<file path="config.mk">
export PLATFORM = sky130hd
export DESIGN_NAME = spg_host_end_flat
export DESIGN_NICKNAME = d
export VERILOG_FILES = /design/src/hw/spg_pkg.sv /design/src/hw/spg_link_if.sv /design/src/hw/spg_host_end.sv /design/src/flat_wrapper.sv
export SDC_FILE = /design/constraint.sdc
export NUM_CORES = 1
export LEC_CHECK = 0
export ABC_AREA = 1
export BUFFER_PORTS_ARGS = -buffer_cell sky130_fd_sc_hd__clkbuf_2
export CORE_ASPECT_RATIO = 1.5
export CORE_UTILIZATION = 50
export CTS_CLUSTER_SIZE = 10
export DETAILED_ROUTE_END_ITERATION = 16
export PLACE_DENSITY_LB_ADDON = 0.2
export SLEW_MARGIN = 10
export SYNTH_ARGS = -nofsm -noshare
export SYNTH_HDL_FRONTEND = slang
export SYNTH_SLANG_ARGS = --single-unit
</file>
<file path="constraint.sdc">
create_clock -name clk -period 2.42 [get_ports clk]
set_input_delay 0 -clock clk [delete_from_list [all_inputs] [get_ports clk]]
set_output_delay 0 -clock clk [all_outputs]
set_load 0.01 [all_outputs]
</file>
<file path="src/hw/spg_pkg.sv">
// Shared constants, register map and helper functions for the port state gating block
package spg_pkg;

	localparam int SPG_DW = 8;
	localparam logic [2:0] SPG_HOST_PORT = 3'h5;

	// Per-port control registers, index 0 is port 1
	localparam logic [3:0][7:0] SPG_CTL_OFF = {8'h42, 8'h32, 8'h22, 8'h12};
	localparam int SPG_TX_EN_BIT = 2;
	localparam int SPG_RX_EN_BIT = 1;
	localparam int SPG_LRN_DIS_BIT = 0;
	localparam logic [7:0] SPG_CTL_RST = 8'h06;

	// Spanning tree state codes as software sees them
	localparam logic [2:0] SPG_ST_DISABLED = 3'h0;
	localparam logic [2:0] SPG_ST_BLOCKING = 3'h1;
	localparam logic [2:0] SPG_ST_LISTENING = 3'h2;
	localparam logic [2:0] SPG_ST_LEARNING = 3'h3;
	localparam logic [2:0] SPG_ST_FORWARDING = 3'h4;

	// Frame routes chosen at the first beat
	localparam logic [1:0] SPG_RT_DROP = 2'h0;
	localparam logic [1:0] SPG_RT_NET = 2'h1;
	localparam logic [1:0] SPG_RT_HOST = 2'h2;

	// Controller registers on AXI4-Lite
	localparam logic [7:0] SPG_HR_STATE = 8'h00;
	localparam logic [7:0] SPG_HR_STATUS = 8'h04;
	localparam logic [7:0] SPG_HR_READ = 8'h08;
	localparam logic [7:0] SPG_HR_DROPS = 8'h0C;
	localparam int SPG_CMD_ST_LSB = 0;
	localparam int SPG_CMD_PORT_LSB = 4;
	localparam int SPG_STAT_BUSY_BIT = 0;
	localparam int SPG_STAT_RD_LSB = 8;
	localparam logic [1:0] SPG_RESP_OKAY = 2'h0;
	localparam logic [1:0] SPG_RESP_SLVERR = 2'h2;

	function automatic logic spg_is_net(input logic [2:0] p);
		return (p >= 3'h1) && (p <= 3'h4);
	endfunction : spg_is_net

	function automatic logic [1:0] spg_pidx(input logic [2:0] p);
		logic [2:0] t;
		t = p - 3'h1;
		return t[1:0];
	endfunction : spg_pidx

	// Bit 2 is a hit flag, bits 1:0 the port index
	function automatic logic [2:0] spg_ctl_sel(input logic [7:0] a);
		logic [2:0] r;
		r = 3'h0;
		for (int i = 0; i < 4; i++)
		begin
			if (a == SPG_CTL_OFF[i])
			begin
				r = {1'b1, 2'(i)};
			end
		end
		return r;
	endfunction : spg_ctl_sel

	function automatic logic [7:0] spg_state_bits(input logic [2:0] st);
		logic [7:0] b;
		b = 8'h00;
		case (st)
			SPG_ST_FORWARDING:
			begin
				b[SPG_TX_EN_BIT] = 1'b1;
				b[SPG_RX_EN_BIT] = 1'b1;
			end
			SPG_ST_LEARNING:
			begin
				b = 8'h00;
			end
			default:
			begin
				b[SPG_LRN_DIS_BIT] = 1'b1;
			end
		endcase
		return b;
	endfunction : spg_state_bits

endpackage : spg_pkg

</file>
<file path="src/hw/spg_link_if.sv">
// Host port link between the switch end and the processor end
`timescale 1ns/1ns
`default_nettype none
interface spg_link_if;
	import spg_pkg::*;
	logic reg_req;
	logic reg_we;
	logic [7:0] reg_addr;
	logic [7:0] reg_wdata;
	logic reg_ack;
	logic [7:0] reg_rdata;
	logic th_valid;
	logic th_ready;
	logic [SPG_DW-1:0] th_data;
	logic th_last;
	logic [2:0] th_port;
	logic fh_valid;
	logic fh_ready;
	logic [SPG_DW-1:0] fh_data;
	logic fh_last;
	logic [2:0] fh_port;

	modport dev (
		input reg_req, reg_we, reg_addr, reg_wdata, th_ready,
		input fh_valid, fh_data, fh_last, fh_port,
		output reg_ack, reg_rdata, th_valid, th_data, th_last, th_port, fh_ready
	);
	modport host (
		output reg_req, reg_we, reg_addr, reg_wdata, th_ready,
		output fh_valid, fh_data, fh_last, fh_port,
		input reg_ack, reg_rdata, th_valid, th_data, th_last, th_port, fh_ready
	);
endinterface : spg_link_if
`default_nettype wire

</file>
<file path="src/hw/spg_host_end.sv">
// Processor end: AXI4-Lite controlled spanning tree state setter and frame filter
//
// The AXI4-Lite interface to the registers was chosen for this implementation.
`timescale 1ns/1ns
`default_nettype none
module spg_host_end
	import spg_pkg::*;
(
	input wire logic clk, // Core clock
	input wire logic rst_n, // Asynchronous reset
	spg_link_if.host lk, // Host port link
	input wire logic awvalid, // AXI write address valid
	output logic awready, // AXI write address ready
	input wire logic [7:0] awaddr, // AXI write address
	input wire logic wvalid, // AXI write data valid
	output logic wready, // AXI write data ready
	input wire logic [31:0] wdata, // AXI write data
	input wire logic [3:0] wstrb, // AXI byte enables, full words only
	output logic bvalid, // AXI write response valid
	input wire logic bready, // AXI write response ready
	output logic [1:0] bresp, // AXI write response
	input wire logic arvalid, // AXI read address valid
	output logic arready, // AXI read address ready
	input wire logic [7:0] araddr, // AXI read address
	output logic rvalid, // AXI read data valid
	input wire logic rready, // AXI read data ready
	output logic [31:0] rdata, // AXI read data
	output logic [1:0] rresp, // AXI read response
	output logic hrx_valid, // Frame beat for the processor
	input wire logic hrx_ready, // Processor accepts beat
	output logic [SPG_DW-1:0] hrx_data, // Received beat data
	output logic hrx_last, // Last beat of received frame
	output logic [2:0] hrx_port, // Port the frame came in on
	input wire logic htx_valid, // Processor frame beat to send
	output logic htx_ready, // Send path accepts beat
	input wire logic [SPG_DW-1:0] htx_data, // Beat data to send
	input wire logic htx_last, // Last beat of frame to send
	input wire logic [2:0] htx_port, // Target port for the tail tag
	output logic ovr_needed // Override entries must be present
);

	typedef struct packed {
		logic awr;
		logic bv;
		logic [1:0] br;
		logic arr;
		logic rv;
		logic [31:0] rd;
		logic [1:0] rr;
		logic req;
		logic we;
		logic [7:0] addr;
		logic [7:0] wd;
		logic [7:0] rdback;
		logic [3:0][2:0] st;
		logic [15:0] drops;
		logic hv;
		logic [SPG_DW-1:0] hd;
		logic hl;
		logic [2:0] hp;
		logic th_rdy;
		logic rx_act;
		logic rx_drop;
		logic fv;
		logic [SPG_DW-1:0] fd;
		logic fl;
		logic [2:0] fp;
		logic tx_rdy;
		logic tx_act;
		logic tx_drop;
		logic ovr;
	} spg_host_st_t;

	spg_host_st_t s_q;
	spg_host_st_t s_d;

	always_comb
	begin
		logic [1:0] p;
		logic drop;
		s_d = s_q;
		p = wdata[SPG_CMD_PORT_LSB +: 2];
		drop = 1'b0;

		// Write channel: address and data are taken together
		s_d.awr = awvalid && wvalid && !s_q.awr && !s_q.bv;
		if (s_q.bv && bready)
		begin
			s_d.bv = 1'b0;
		end
		if (s_q.awr)
		begin
			s_d.bv = 1'b1;
			s_d.br = SPG_RESP_OKAY;
			if (awaddr == SPG_HR_STATE)
			begin
				if (!s_q.req)
				begin
					s_d.st[p] = wdata[SPG_CMD_ST_LSB +: 3];
					s_d.req = 1'b1;
					s_d.we = 1'b1;
					s_d.addr = SPG_CTL_OFF[p];
					s_d.wd = spg_state_bits(wdata[SPG_CMD_ST_LSB +: 3]);
				end
			end
			else if (awaddr == SPG_HR_READ)
			begin
				if (!s_q.req)
				begin
					s_d.req = 1'b1;
					s_d.we = 1'b0;
					s_d.addr = wdata[7:0];
				end
			end
			else
			begin
				s_d.br = SPG_RESP_SLVERR;
			end
		end

		// Read channel
		s_d.arr = arvalid && !s_q.arr && !s_q.rv;
		if (s_q.rv && rready)
		begin
			s_d.rv = 1'b0;
		end
		if (s_q.arr)
		begin
			s_d.rv = 1'b1;
			s_d.rr = SPG_RESP_OKAY;
			s_d.rd = 32'h0000_0000;
			case (araddr)
				SPG_HR_STATE: s_d.rd = {20'h0_0000, s_q.st};
				SPG_HR_STATUS:
				begin
					s_d.rd[SPG_STAT_BUSY_BIT] = s_q.req;
					s_d.rd[SPG_STAT_RD_LSB +: 8] = s_q.rdback;
				end
				SPG_HR_DROPS: s_d.rd = {16'h0000, s_q.drops};
				default: s_d.rr = SPG_RESP_SLVERR;
			endcase
		end

		// Device register request held until its acknowledge
		if (s_q.req && lk.reg_ack)
		begin
			s_d.req = 1'b0;
			if (!s_q.we)
			begin
				s_d.rdback = lk.reg_rdata;
			end
		end

		// Frames from the switch; disabled-port frames are discarded whole
		if (s_q.hv && hrx_ready)
		begin
			s_d.hv = 1'b0;
		end
		if (lk.th_valid && s_q.th_rdy)
		begin
			drop = s_q.rx_act ? s_q.rx_drop
				: (spg_is_net(lk.th_port) && s_q.st[spg_pidx(lk.th_port)] == SPG_ST_DISABLED);
			if (!drop)
			begin
				s_d.hv = 1'b1;
				s_d.hd = lk.th_data;
				s_d.hl = lk.th_last;
				s_d.hp = lk.th_port;
			end
			if (drop && !s_q.rx_act)
			begin
				s_d.drops = s_q.drops + 16'h0001;
			end
			s_d.rx_act = !lk.th_last;
			s_d.rx_drop = drop;
		end
		s_d.th_rdy = !s_d.hv;

		// Frames to the switch, tail tag names the port
		drop = 1'b0;
		if (s_q.fv && lk.fh_ready)
		begin
			s_d.fv = 1'b0;
		end
		if (htx_valid && s_q.tx_rdy)
		begin
			drop = s_q.tx_act ? s_q.tx_drop
				: (!spg_is_net(htx_port) || s_q.st[spg_pidx(htx_port)] <= SPG_ST_BLOCKING);
			if (!drop)
			begin
				s_d.fv = 1'b1;
				s_d.fd = htx_data;
				s_d.fl = htx_last;
				s_d.fp = htx_port;
			end
			s_d.tx_act = !htx_last;
			s_d.tx_drop = drop;
		end
		s_d.tx_rdy = !s_d.fv;

		s_d.ovr = 1'b0;
		for (int i = 0; i < 4; i++)
		begin
			s_d.ovr = s_d.ovr || (s_d.st[i] != SPG_ST_DISABLED);
		end
	end

	always_ff @(posedge clk or negedge rst_n)
	begin
		if (!rst_n)
		begin
			s_q <= '0;
			s_q.st <= {4{SPG_ST_FORWARDING}};
			s_q.th_rdy <= 1'b1;
			s_q.tx_rdy <= 1'b1;
			s_q.ovr <= 1'b1;
		end
		else
		begin
			s_q <= s_d;
		end
	end

	assign awready = s_q.awr;
	assign wready = s_q.awr;
	assign bvalid = s_q.bv;
	assign bresp = s_q.br;
	assign arready = s_q.arr;
	assign rvalid = s_q.rv;
	assign rdata = s_q.rd;
	assign rresp = s_q.rr;
	assign hrx_valid = s_q.hv;
	assign hrx_data = s_q.hd;
	assign hrx_last = s_q.hl;
	assign hrx_port = s_q.hp;
	assign htx_ready = s_q.tx_rdy;
	assign ovr_needed = s_q.ovr;
	assign lk.reg_req = s_q.req;
	assign lk.reg_we = s_q.we;
	assign lk.reg_addr = s_q.addr;
	assign lk.reg_wdata = s_q.wd;
	assign lk.th_ready = s_q.th_rdy;
	assign lk.fh_valid = s_q.fv;
	assign lk.fh_data = s_q.fd;
	assign lk.fh_last = s_q.fl;
	assign lk.fh_port = s_q.fp;

endmodule : spg_host_end
`default_nettype wire

</file>
<file path="src/flat_wrapper.sv">
// flat-port wrapper written by rule: the top's interface ports become plain ports
module spg_host_end_flat import spg_pkg::*;
  (clk, rst_n, awvalid, awready, awaddr, wvalid, wready, wdata, wstrb, bvalid, bready, bresp, arvalid, arready, araddr, rvalid, rready, rdata, rresp, hrx_valid, hrx_ready, hrx_data, hrx_last, hrx_port, htx_valid, htx_ready, htx_data, htx_last, htx_port, ovr_needed, lk_reg_req, lk_reg_we, lk_reg_addr, lk_reg_wdata, lk_th_ready, lk_fh_valid, lk_fh_data, lk_fh_last, lk_fh_port, lk_reg_ack, lk_reg_rdata, lk_th_valid, lk_th_data, lk_th_last, lk_th_port, lk_fh_ready);
  spg_link_if lk_i ();
  input wire logic clk;
  input wire logic rst_n;
  input wire logic awvalid;
  output logic awready;
  input wire logic [7:0] awaddr;
  input wire logic wvalid;
  output logic wready;
  input wire logic [31:0] wdata;
  input wire logic [3:0] wstrb;
  output logic bvalid;
  input wire logic bready;
  output logic [1:0] bresp;
  input wire logic arvalid;
  output logic arready;
  input wire logic [7:0] araddr;
  output logic rvalid;
  input wire logic rready;
  output logic [31:0] rdata;
  output logic [1:0] rresp;
  output logic hrx_valid;
  input wire logic hrx_ready;
  output logic [SPG_DW-1:0] hrx_data;
  output logic hrx_last;
  output logic [2:0] hrx_port;
  input wire logic htx_valid;
  output logic htx_ready;
  input wire logic [SPG_DW-1:0] htx_data;
  input wire logic htx_last;
  input wire logic [2:0] htx_port;
  output logic ovr_needed;
  output wire logic [$bits(lk_i.reg_req)-1:0] lk_reg_req;
  output wire logic [$bits(lk_i.reg_we)-1:0] lk_reg_we;
  output wire logic [$bits(lk_i.reg_addr)-1:0] lk_reg_addr;
  output wire logic [$bits(lk_i.reg_wdata)-1:0] lk_reg_wdata;
  output wire logic [$bits(lk_i.th_ready)-1:0] lk_th_ready;
  output wire logic [$bits(lk_i.fh_valid)-1:0] lk_fh_valid;
  output wire logic [$bits(lk_i.fh_data)-1:0] lk_fh_data;
  output wire logic [$bits(lk_i.fh_last)-1:0] lk_fh_last;
  output wire logic [$bits(lk_i.fh_port)-1:0] lk_fh_port;
  input wire logic [$bits(lk_i.reg_ack)-1:0] lk_reg_ack;
  input wire logic [$bits(lk_i.reg_rdata)-1:0] lk_reg_rdata;
  input wire logic [$bits(lk_i.th_valid)-1:0] lk_th_valid;
  input wire logic [$bits(lk_i.th_data)-1:0] lk_th_data;
  input wire logic [$bits(lk_i.th_last)-1:0] lk_th_last;
  input wire logic [$bits(lk_i.th_port)-1:0] lk_th_port;
  input wire logic [$bits(lk_i.fh_ready)-1:0] lk_fh_ready;
  assign lk_reg_req = lk_i.reg_req;
  assign lk_reg_we = lk_i.reg_we;
  assign lk_reg_addr = lk_i.reg_addr;
  assign lk_reg_wdata = lk_i.reg_wdata;
  assign lk_th_ready = lk_i.th_ready;
  assign lk_fh_valid = lk_i.fh_valid;
  assign lk_fh_data = lk_i.fh_data;
  assign lk_fh_last = lk_i.fh_last;
  assign lk_fh_port = lk_i.fh_port;
  assign lk_i.reg_ack = lk_reg_ack;
  assign lk_i.reg_rdata = lk_reg_rdata;
  assign lk_i.th_valid = lk_th_valid;
  assign lk_i.th_data = lk_th_data;
  assign lk_i.th_last = lk_th_last;
  assign lk_i.th_port = lk_th_port;
  assign lk_i.fh_ready = lk_fh_ready;
  spg_host_end u_core (.clk(clk), .rst_n(rst_n), .lk(lk_i), .awvalid(awvalid), .awready(awready), .awaddr(awaddr), .wvalid(wvalid), .wready(wready), .wdata(wdata), .wstrb(wstrb), .bvalid(bvalid), .bready(bready), .bresp(bresp), .arvalid(arvalid), .arready(arready), .araddr(araddr), .rvalid(rvalid), .rready(rready), .rdata(rdata), .rresp(rresp), .hrx_valid(hrx_valid), .hrx_ready(hrx_ready), .hrx_data(hrx_data), .hrx_last(hrx_last), .hrx_port(hrx_port), .htx_valid(htx_valid), .htx_ready(htx_ready), .htx_data(htx_data), .htx_last(htx_last), .htx_port(htx_port), .ovr_needed(ovr_needed));
endmodule
</file>
==> results of run 1 <==
==> cell type report <==
class	count	area, sq um	area share [%]
flip-flops and latches	103	2590	39.2
multi-input cells	438	2120	32.1
clock inverters	3	21.3	0.322
repair buffers	183	1170	17.8
well taps	144	180	2.73
clock buffers	13	240	3.64
inverters	75	282	4.27
==> cells by family (layout without fill, tap and decap cells) <==
| group | count (synthesis) | count (layout) | share of synthesized area, % |
|---|---|---|---|
| other cells | 1 | 23 | 0.0674 |
| flops | 103 | 103 | 46.5 |
| compound gates | 74 | 74 | 7.00 |
| mux | 4 | 4 | 0.810 |
| fa+ha+maj | 9 | 9 | 2.02 |
| xor+xnor | 14 | 14 | 2.20 |
| simple gates | 314 | 314 | 24.5 |
| buf+inv | 166 | 274 | 16.9 |
==> Yosys cell counts (all sizes together) <==
master,n,area [sq um]
o22ai,2,12.5
nand2,205,785
xor2,9,78.8
inv,75,282
nand3b,1,7.51
ha,9,113
a31oi,2,12.5
mux2,4,45.0
a21oi,33,165
dfstp,7,184
or2,1,6.26
nor2,49,214
xnor2,5,43.8
nand4,14,87.6
and3,1,6.26
o21ai,33,169
nor3,11,81.3
nand3,32,173
buf,88,649
dfrtp,96,2400
clkbuf,3,11.3
o31ai,3,22.5
o211ai,1,7.51
conb,1,3.75
==> worst reg2reg max path: cells and delay by family (launching register included) <==
family	cells	cell delay, ns
AOI/OAI and AO/OA	3	0.47
buffers and inverters	2	0.11
DFF	1	0.53
and+or+nand+nor	4	0.60
==> metrics by stage <==
stage / setup slack (ns) / power (mW) / cell area [sq um] / std cells
after floorplan: 0.992 / 3.34 / 5640 / 707
after global placement: 0.713 / 3.50 / 5880 / 897
after detailed placement: 0.671 / 3.55 / 5880 / 897
after CTS: 0.487 / 4.94 / 6600 / 959
after global routing: 0.232 / 5.21 / 6600 / 959
final: 0.495 / 4.90 / 6600 / 959
==> worst min-delay path by stage <==
| stage | end | cells after the start |
|---|---|---|
| after floorplan | u_core.arready | 0 |
| after global placement | u_core.s_q[48] | 1 |
| after detailed placement | u_core.s_q[48] | 1 |
| after CTS | u_core.hrx_port[0] | 3 |
| after global routing | u_core.s_q[2] | 3 |
| final | u_core.hrx_port[0] | 3 |
==> registers in the layout, indices dropped and copies added (netlist names), 2 cells and up <==
| register | flops |
|---|---|
| u_core.lk.fh_port | 3 |
| u_core.s_q | 40 |
| u_core.hrx_port | 3 |
| u_core.lk.reg_wdata | 2 |
| u_core.rdata | 16 |
| u_core.lk.fh_data | 8 |
| u_core.hrx_data | 8 |
| u_core.lk.reg_addr | 8 |
==> power by group <==
part | leakage (nW) | switching [mW] | internal (mW) | total (mW)
clock | 0.124 | 0.613 | 0.699 | 1.31
combinational | 2.14 | 0.773 | 0.516 | 1.29
sequential | 1.27 | 0.222 | 2.08 | 2.30
==> layer usage <==
layer	track usage, %	part of all wire (%)
met1	26.9	41
met2	39.4	52
met4	7.17	1.6
met3	4.52	4.7
met5	0	0
==> repair_timing <==
item,CTS,global route
endpoints found under the hold margin,103,0
setup endpoints to repair,0,0
hold buffers,46,0
gates resized for setup,0,0
==> flow_metrics.tcl, run 1 <==
set metrics [dict create \
    rsz0062_at_grt "false" \
    ys.warnings.count 0 \
    cts.clk_slew.worst_paths_ns 0.06 \
    die_w_um 88.1 \
    slowest_stage "dlygate4sd3_1" \
    start_util_pct 52.0 \
    vias 4605 \
    path_depth 14 \
    crit_chain "dlygate4sd3_1 -> clkbuf_2 -> inv_1 -> ha_1 -> inv_1 -> o21ai_0 -> o21ai_1 -> nand2_1 -> o21ai_0 -> nand2_1 -> nand2_1 -> nand2_1 -> o21ai_0 -> inv_1" \
    drc 0 \
    via_per_inst 4.80 \
    worstSkewPairLatency_ns 0.35 \
    die_h_um 131 \
    grt_remaining_overflow 0 \
    grt_pass1_wl_um 20400 \
    pwr_density_cell_nw_per_um2 743 \
    post-dp-hpwl_um 8930 \
    tightest_slew_ns 0.735 \
    worstPathRequired_ns 2.69 \
    cts_max_path_buffers 2 \
    ys_seq_area_share_pct 46.5 \
    rrSetupSlack_ns 0.64 \
    die_area_sq_um 11600 \
    path_buf_inv 5 \
    fillers 962 \
    status "complete, no violations" \
    slew_headroom_pct 51.0 \
    post_cts_buffers 0 \
    hold_viol 0 \
    tritoncts "built" \
    slew_violations 0 \
    drv_cap 0 \
    routed_wirelength_um 12400 \
    end_kind "register" \
    cp-start-kind "input port" \
    port_buffers 132 \
    mostFrequentLayoutCell "nand2_1" \
    mostFrequentLayoutCells "nand2_1, clkbuf_2, dfrtp_1, inv_1, dlygate4sd3_1" \
    globalplace.congestion 0.854 \
    areaGrowthSynthToFinish_pct 18.7 \
    yosys_register_bits 103 \
    r2r_end "u_core.htx_ready" \
    endpoint "u_core.htx_ready" \
    crit_start "htx_port[0]" \
    grt_pass1_vias 4402 \
    ant_nets 0 \
    h-tree-depth 3 \
    tns_ns 0 \
    drive_gt1_share_pct 22.1 \
    arrival_ns 2.20 \
    path_delay_family "buffers and inverters" \
    fin_crit_ns 1.92 \
    grtUsageTotal_pct 22.4 \
    layout.nets 915 \
    grt_max_degree 59 \
    rows 46 \
    fin_util_pct 61.6 \
    critPathKind "in -> reg" \
    syn_inst 685 \
    setup_viol_count_final 0 \
    skew_ns 0.00611 \
    numCtsBuffers 9 \
    synthDistinctLibCells 36 \
    antenna_found_initial 0 \
    io_pins 184 \
    r2r_start "u_core.s_q[57]" \
    finalCritPeriodShare_pct 79.5 \
    path_max_fanout 13 \
    core_area_sq_um 10700 \
    r2r_cells 9 \
    first_pass_iters 4 \
    clock_sinks 103 \
    slowest_delay_ns 0.53 \
    antennaDiodeCount 0 \
    peakVddDrop_mv 0.388 \
    syn-cell-area_sq_um 5560 \
    p_leak_nw 3.53 \
    avgSynthCellArea_sq_um 8.12 \
    cp_common_cell "nand2_1" \
    avgRoutedWirePerCell_um 12.9 \
    cts_root_buf "clkbuf_16" \
    fmax_ghz 0.520 \
    min_from "lk_th_port[0]" \
    hold_class "in -> reg" \
    drt_iter0_drc 186 \
    holdWs_ns 0.00738 \
]
Note: power is estimated with default switching activity, not from simulation.
==> run 2: changes to the inputs <==
--- a/config.mk
+++ b/config.mk
@@ -8,7 +8,7 @@
 export ABC_AREA = 1
 export BUFFER_PORTS_ARGS = -buffer_cell sky130_fd_sc_hd__clkbuf_2
 export CORE_ASPECT_RATIO = 1.5
-export CORE_UTILIZATION = 50
+export CORE_UTILIZATION = 46
 export CTS_CLUSTER_SIZE = 10
 export DETAILED_ROUTE_END_ITERATION = 16
 export PLACE_DENSITY_LB_ADDON = 0.2
==> constraint.sdc (replaced) <==
create_clock -name clk -period 1.59 [get_ports clk]
set_input_delay 0 -clock clk [delete_from_list [all_inputs] [get_ports clk]]
set_output_delay 0 -clock clk [all_outputs]
set_load 0.01 [all_outputs]
==> run 2 against run 1 <==
  * Total power increased by 62%
  * Critical path depth down 4
  * Sequential power up 52%
  * Register-to-register slack worse by 0.56 ns
  * Flip-flop and latch count unchanged
  * Core utilization decreased by 2.4 points
  * Clock skew increased by 0.0034 ns
  * Die area increased by 8.5%
  * Sequential share of layout area down 1.7 points
  * Setup slack got worse by 0.41 ns
  * Critical path type is now reg -> reg
  * Critical endpoint is now u_core.s_q[38]
  * Largest power group unchanged
  * Highest routed layer unchanged
==> flow_metrics.tcl, run 2 (synthesized netlist as in run 1, its figures left out) <==
set metrics [dict create \
    status "complete, no violations" \
    avgRoutedWirePerCell_um 13.4 \
    fin_util_pct 59.3 \
    drive_gt1_share_pct 25.5 \
    slowest_stage "dfstp_2" \
    h-tree-depth 3 \
    clock_sinks 103 \
    worstPathRequired_ns 1.87 \
    port_buffers 132 \
    hold_class "in -> reg" \
    critPathKind "reg -> reg" \
    rsz0062_at_grt "false" \
    grt_remaining_overflow 0 \
    fin_crit_ns 1.51 \
    cp-start-kind "register" \
    numCtsBuffers 9 \
    skew_ns 0.00952 \
    combPwrFrac_pct 26.8 \
    core_area_sq_um 11700 \
    post-dp-hpwl_um 9440 \
    vias 4704 \
    cts.clk_slew.worst_paths_ns 0.07 \
    io_pins 184 \
    antennaDiodeCount 0 \
    hold_viol 0 \
    mostFrequentLayoutCells "nand2_1, clkbuf_2, dfrtp_1, inv_1, dlygate4sd3_1" \
    die_w_um 91.8 \
    largest_register "u_core.s_q" \
    grtUsageTotal_pct 21.7 \
    first_pass_iters 4 \
    areaGrowthSynthToFinish_pct 24.2 \
    end_kind "register" \
    p_int_mw 5.32 \
    pwr_density_cell_nw_per_um2 1150 \
    setup_viol_count_final 0 \
    power.share.switching_pct 32.9 \
    clkPwrFrac_pct 29.2 \
    p_leak_nw 3.68 \
    layout.nets 935 \
    holdWs_ns 0.00584 \
    start_util_pct 47.7 \
    drc 0 \
    finalCritPeriodShare_pct 94.7 \
    grt_pass1_wl_um 21400 \
    tritoncts "built" \
    cts_root_buf "clkbuf_16" \
    path_max_fanout 5 \
    fmax_ghz 0.664 \
    ant_nets 0 \
    rows 48 \
    routed_wirelength_um 13200 \
    die_h_um 137 \
    arrival_ns 1.78 \
    grt_max_degree 68 \
    slowest_delay_ns 0.54 \
    switchingPower_mw 2.61 \
    sequentialPowerShare_pct 44.0 \
    drv_cap 0 \
    slew_violations 0 \
    die_area_sq_um 12500 \
    globalplace.congestion 0.928 \
    mostFrequentLayoutCell "nand2_1" \
    grt_pass1_vias 4650 \
    worstSkewPairLatency_ns 0.35 \
    largest_register_ffs 40 \
    crit_chain "inv_2 -> nand2_2 -> nor2_2 -> a21oi_2 -> nand2_1 -> nand4_1 -> buf_6 -> buf_6 -> nand2_1 -> o21ai_1" \
    drt_iter0_drc 200 \
    peakVddDrop_mv 0.635 \
    antenna_found_initial 0 \
    cts_max_path_buffers 2 \
    via_per_inst 4.78 \
]
## run 2: cell count changes in the layout (fill, tap and decap cells not counted), moves of 4 or more
| cell | delta |
|---|---|
| buf_4 | +10 |
| buf_6 | +6 |
| inv_6 | +6 |
| clkbuf_1 | -4 |
| o21ai_0 | -4 |
| nand2_1 | -4 |
| o21ai_1 | +4 |
## run 2: final timing paths
| kind | from | end | slack, ns | depth (start not counted) |
|---|---|---|---|---|
| worst max-delay path | u_core.s_q[57] | u_core.s_q[38] | 0.08 | 10 |
| worst min-delay path | lk_th_port[0] | u_core.hrx_port[0] | 0.006 | 3 |
| worst max register to register | u_core.s_q[57] | u_core.s_q[38] | 0.08 | 10 |
| worst min register to register | u_core.rvalid | u_core.arready | 0.46 | 1 |
| max in group asynchronous | rst_n | u_core.s_q[60] | 1.03 | 3 |
| min in group asynchronous | rst_n | u_core.lk.fh_data[0] | 0.16 | 3 |
## run 2: metrics by stage
| step | std cells | TNS (ns) | power, mW | area, sq um | worst slack [ns] |
|---|---|---|---|---|---|
| 2_1_floorplan | 707 | 0 | 5.08 | 5640 | 0.162 |
| 3_3_place_gp | 919 | -0.00928 | 5.40 | 6040 | -0.00695 |
| 3_5_place_dp | 919 | -0.539 | 5.49 | 6040 | -0.0662 |
| 4_1_cts | 981 | 0 | 7.92 | 6820 | 0.0466 |
| 5_1_grt | 985 | 0 | 8.39 | 6910 | 0.00100 |
| 6_report | 985 | 0 | 7.92 | 6910 | 0.0842 |
## run 2: layout make-up
class | instances | area, sq um
flip-flops and latches | 103 | 2590
fillers | 1087 | 4740
inverters | 75 | 292
well taps | 150 | 188
repair buffers | 202 | 1380
clock inverters | 6 | 72.6
clock buffers | 10 | 239
multi-input cells | 439 | 2150
## run 2: metal layers
layer | part of all wire [%] | wire length [um] | track usage [%] | vias up
met1 | 40 | 5270 | 24.6 | 2208
met3 | 3.7 | 489 | 4.22 | 22
met4 | 2.3 | 308 | 9.03 | 0
li1 | - | - | - | 2353
met5 | 0 | 0 | 0 | -
met2 | 54 | 7100 | 39.8 | 121
## run 2: power groups by stage
stage,Sequential (mW),Combinational [mW],Clock [mW]
2_1_floorplan,3.52,1.57,0
3_3_place_gp,3.51,1.89,0
3_5_place_dp,3.54,1.95,0
4_1_cts,3.49,2.07,2.36
5_1_grt,3.55,2.38,2.46
6_report,3.49,2.12,2.31
## run 2: what timing repair did
action	CTS	global route
buffers inserted	0	1
setup endpoints to repair	26	46
hold buffers	46	0
resized for setup	4	24
endpoints found under the hold margin	151	0
gates cloned	0	3
pin swaps	0	8
## run 2: worst max-delay path: cells and delay by family (launching register included)
kind | cells | cell delay (ns)
simple gates | 5 | 0.35
buf+inv | 3 | 0.32
flops | 1 | 0.54
compound gates | 2 | 0.20
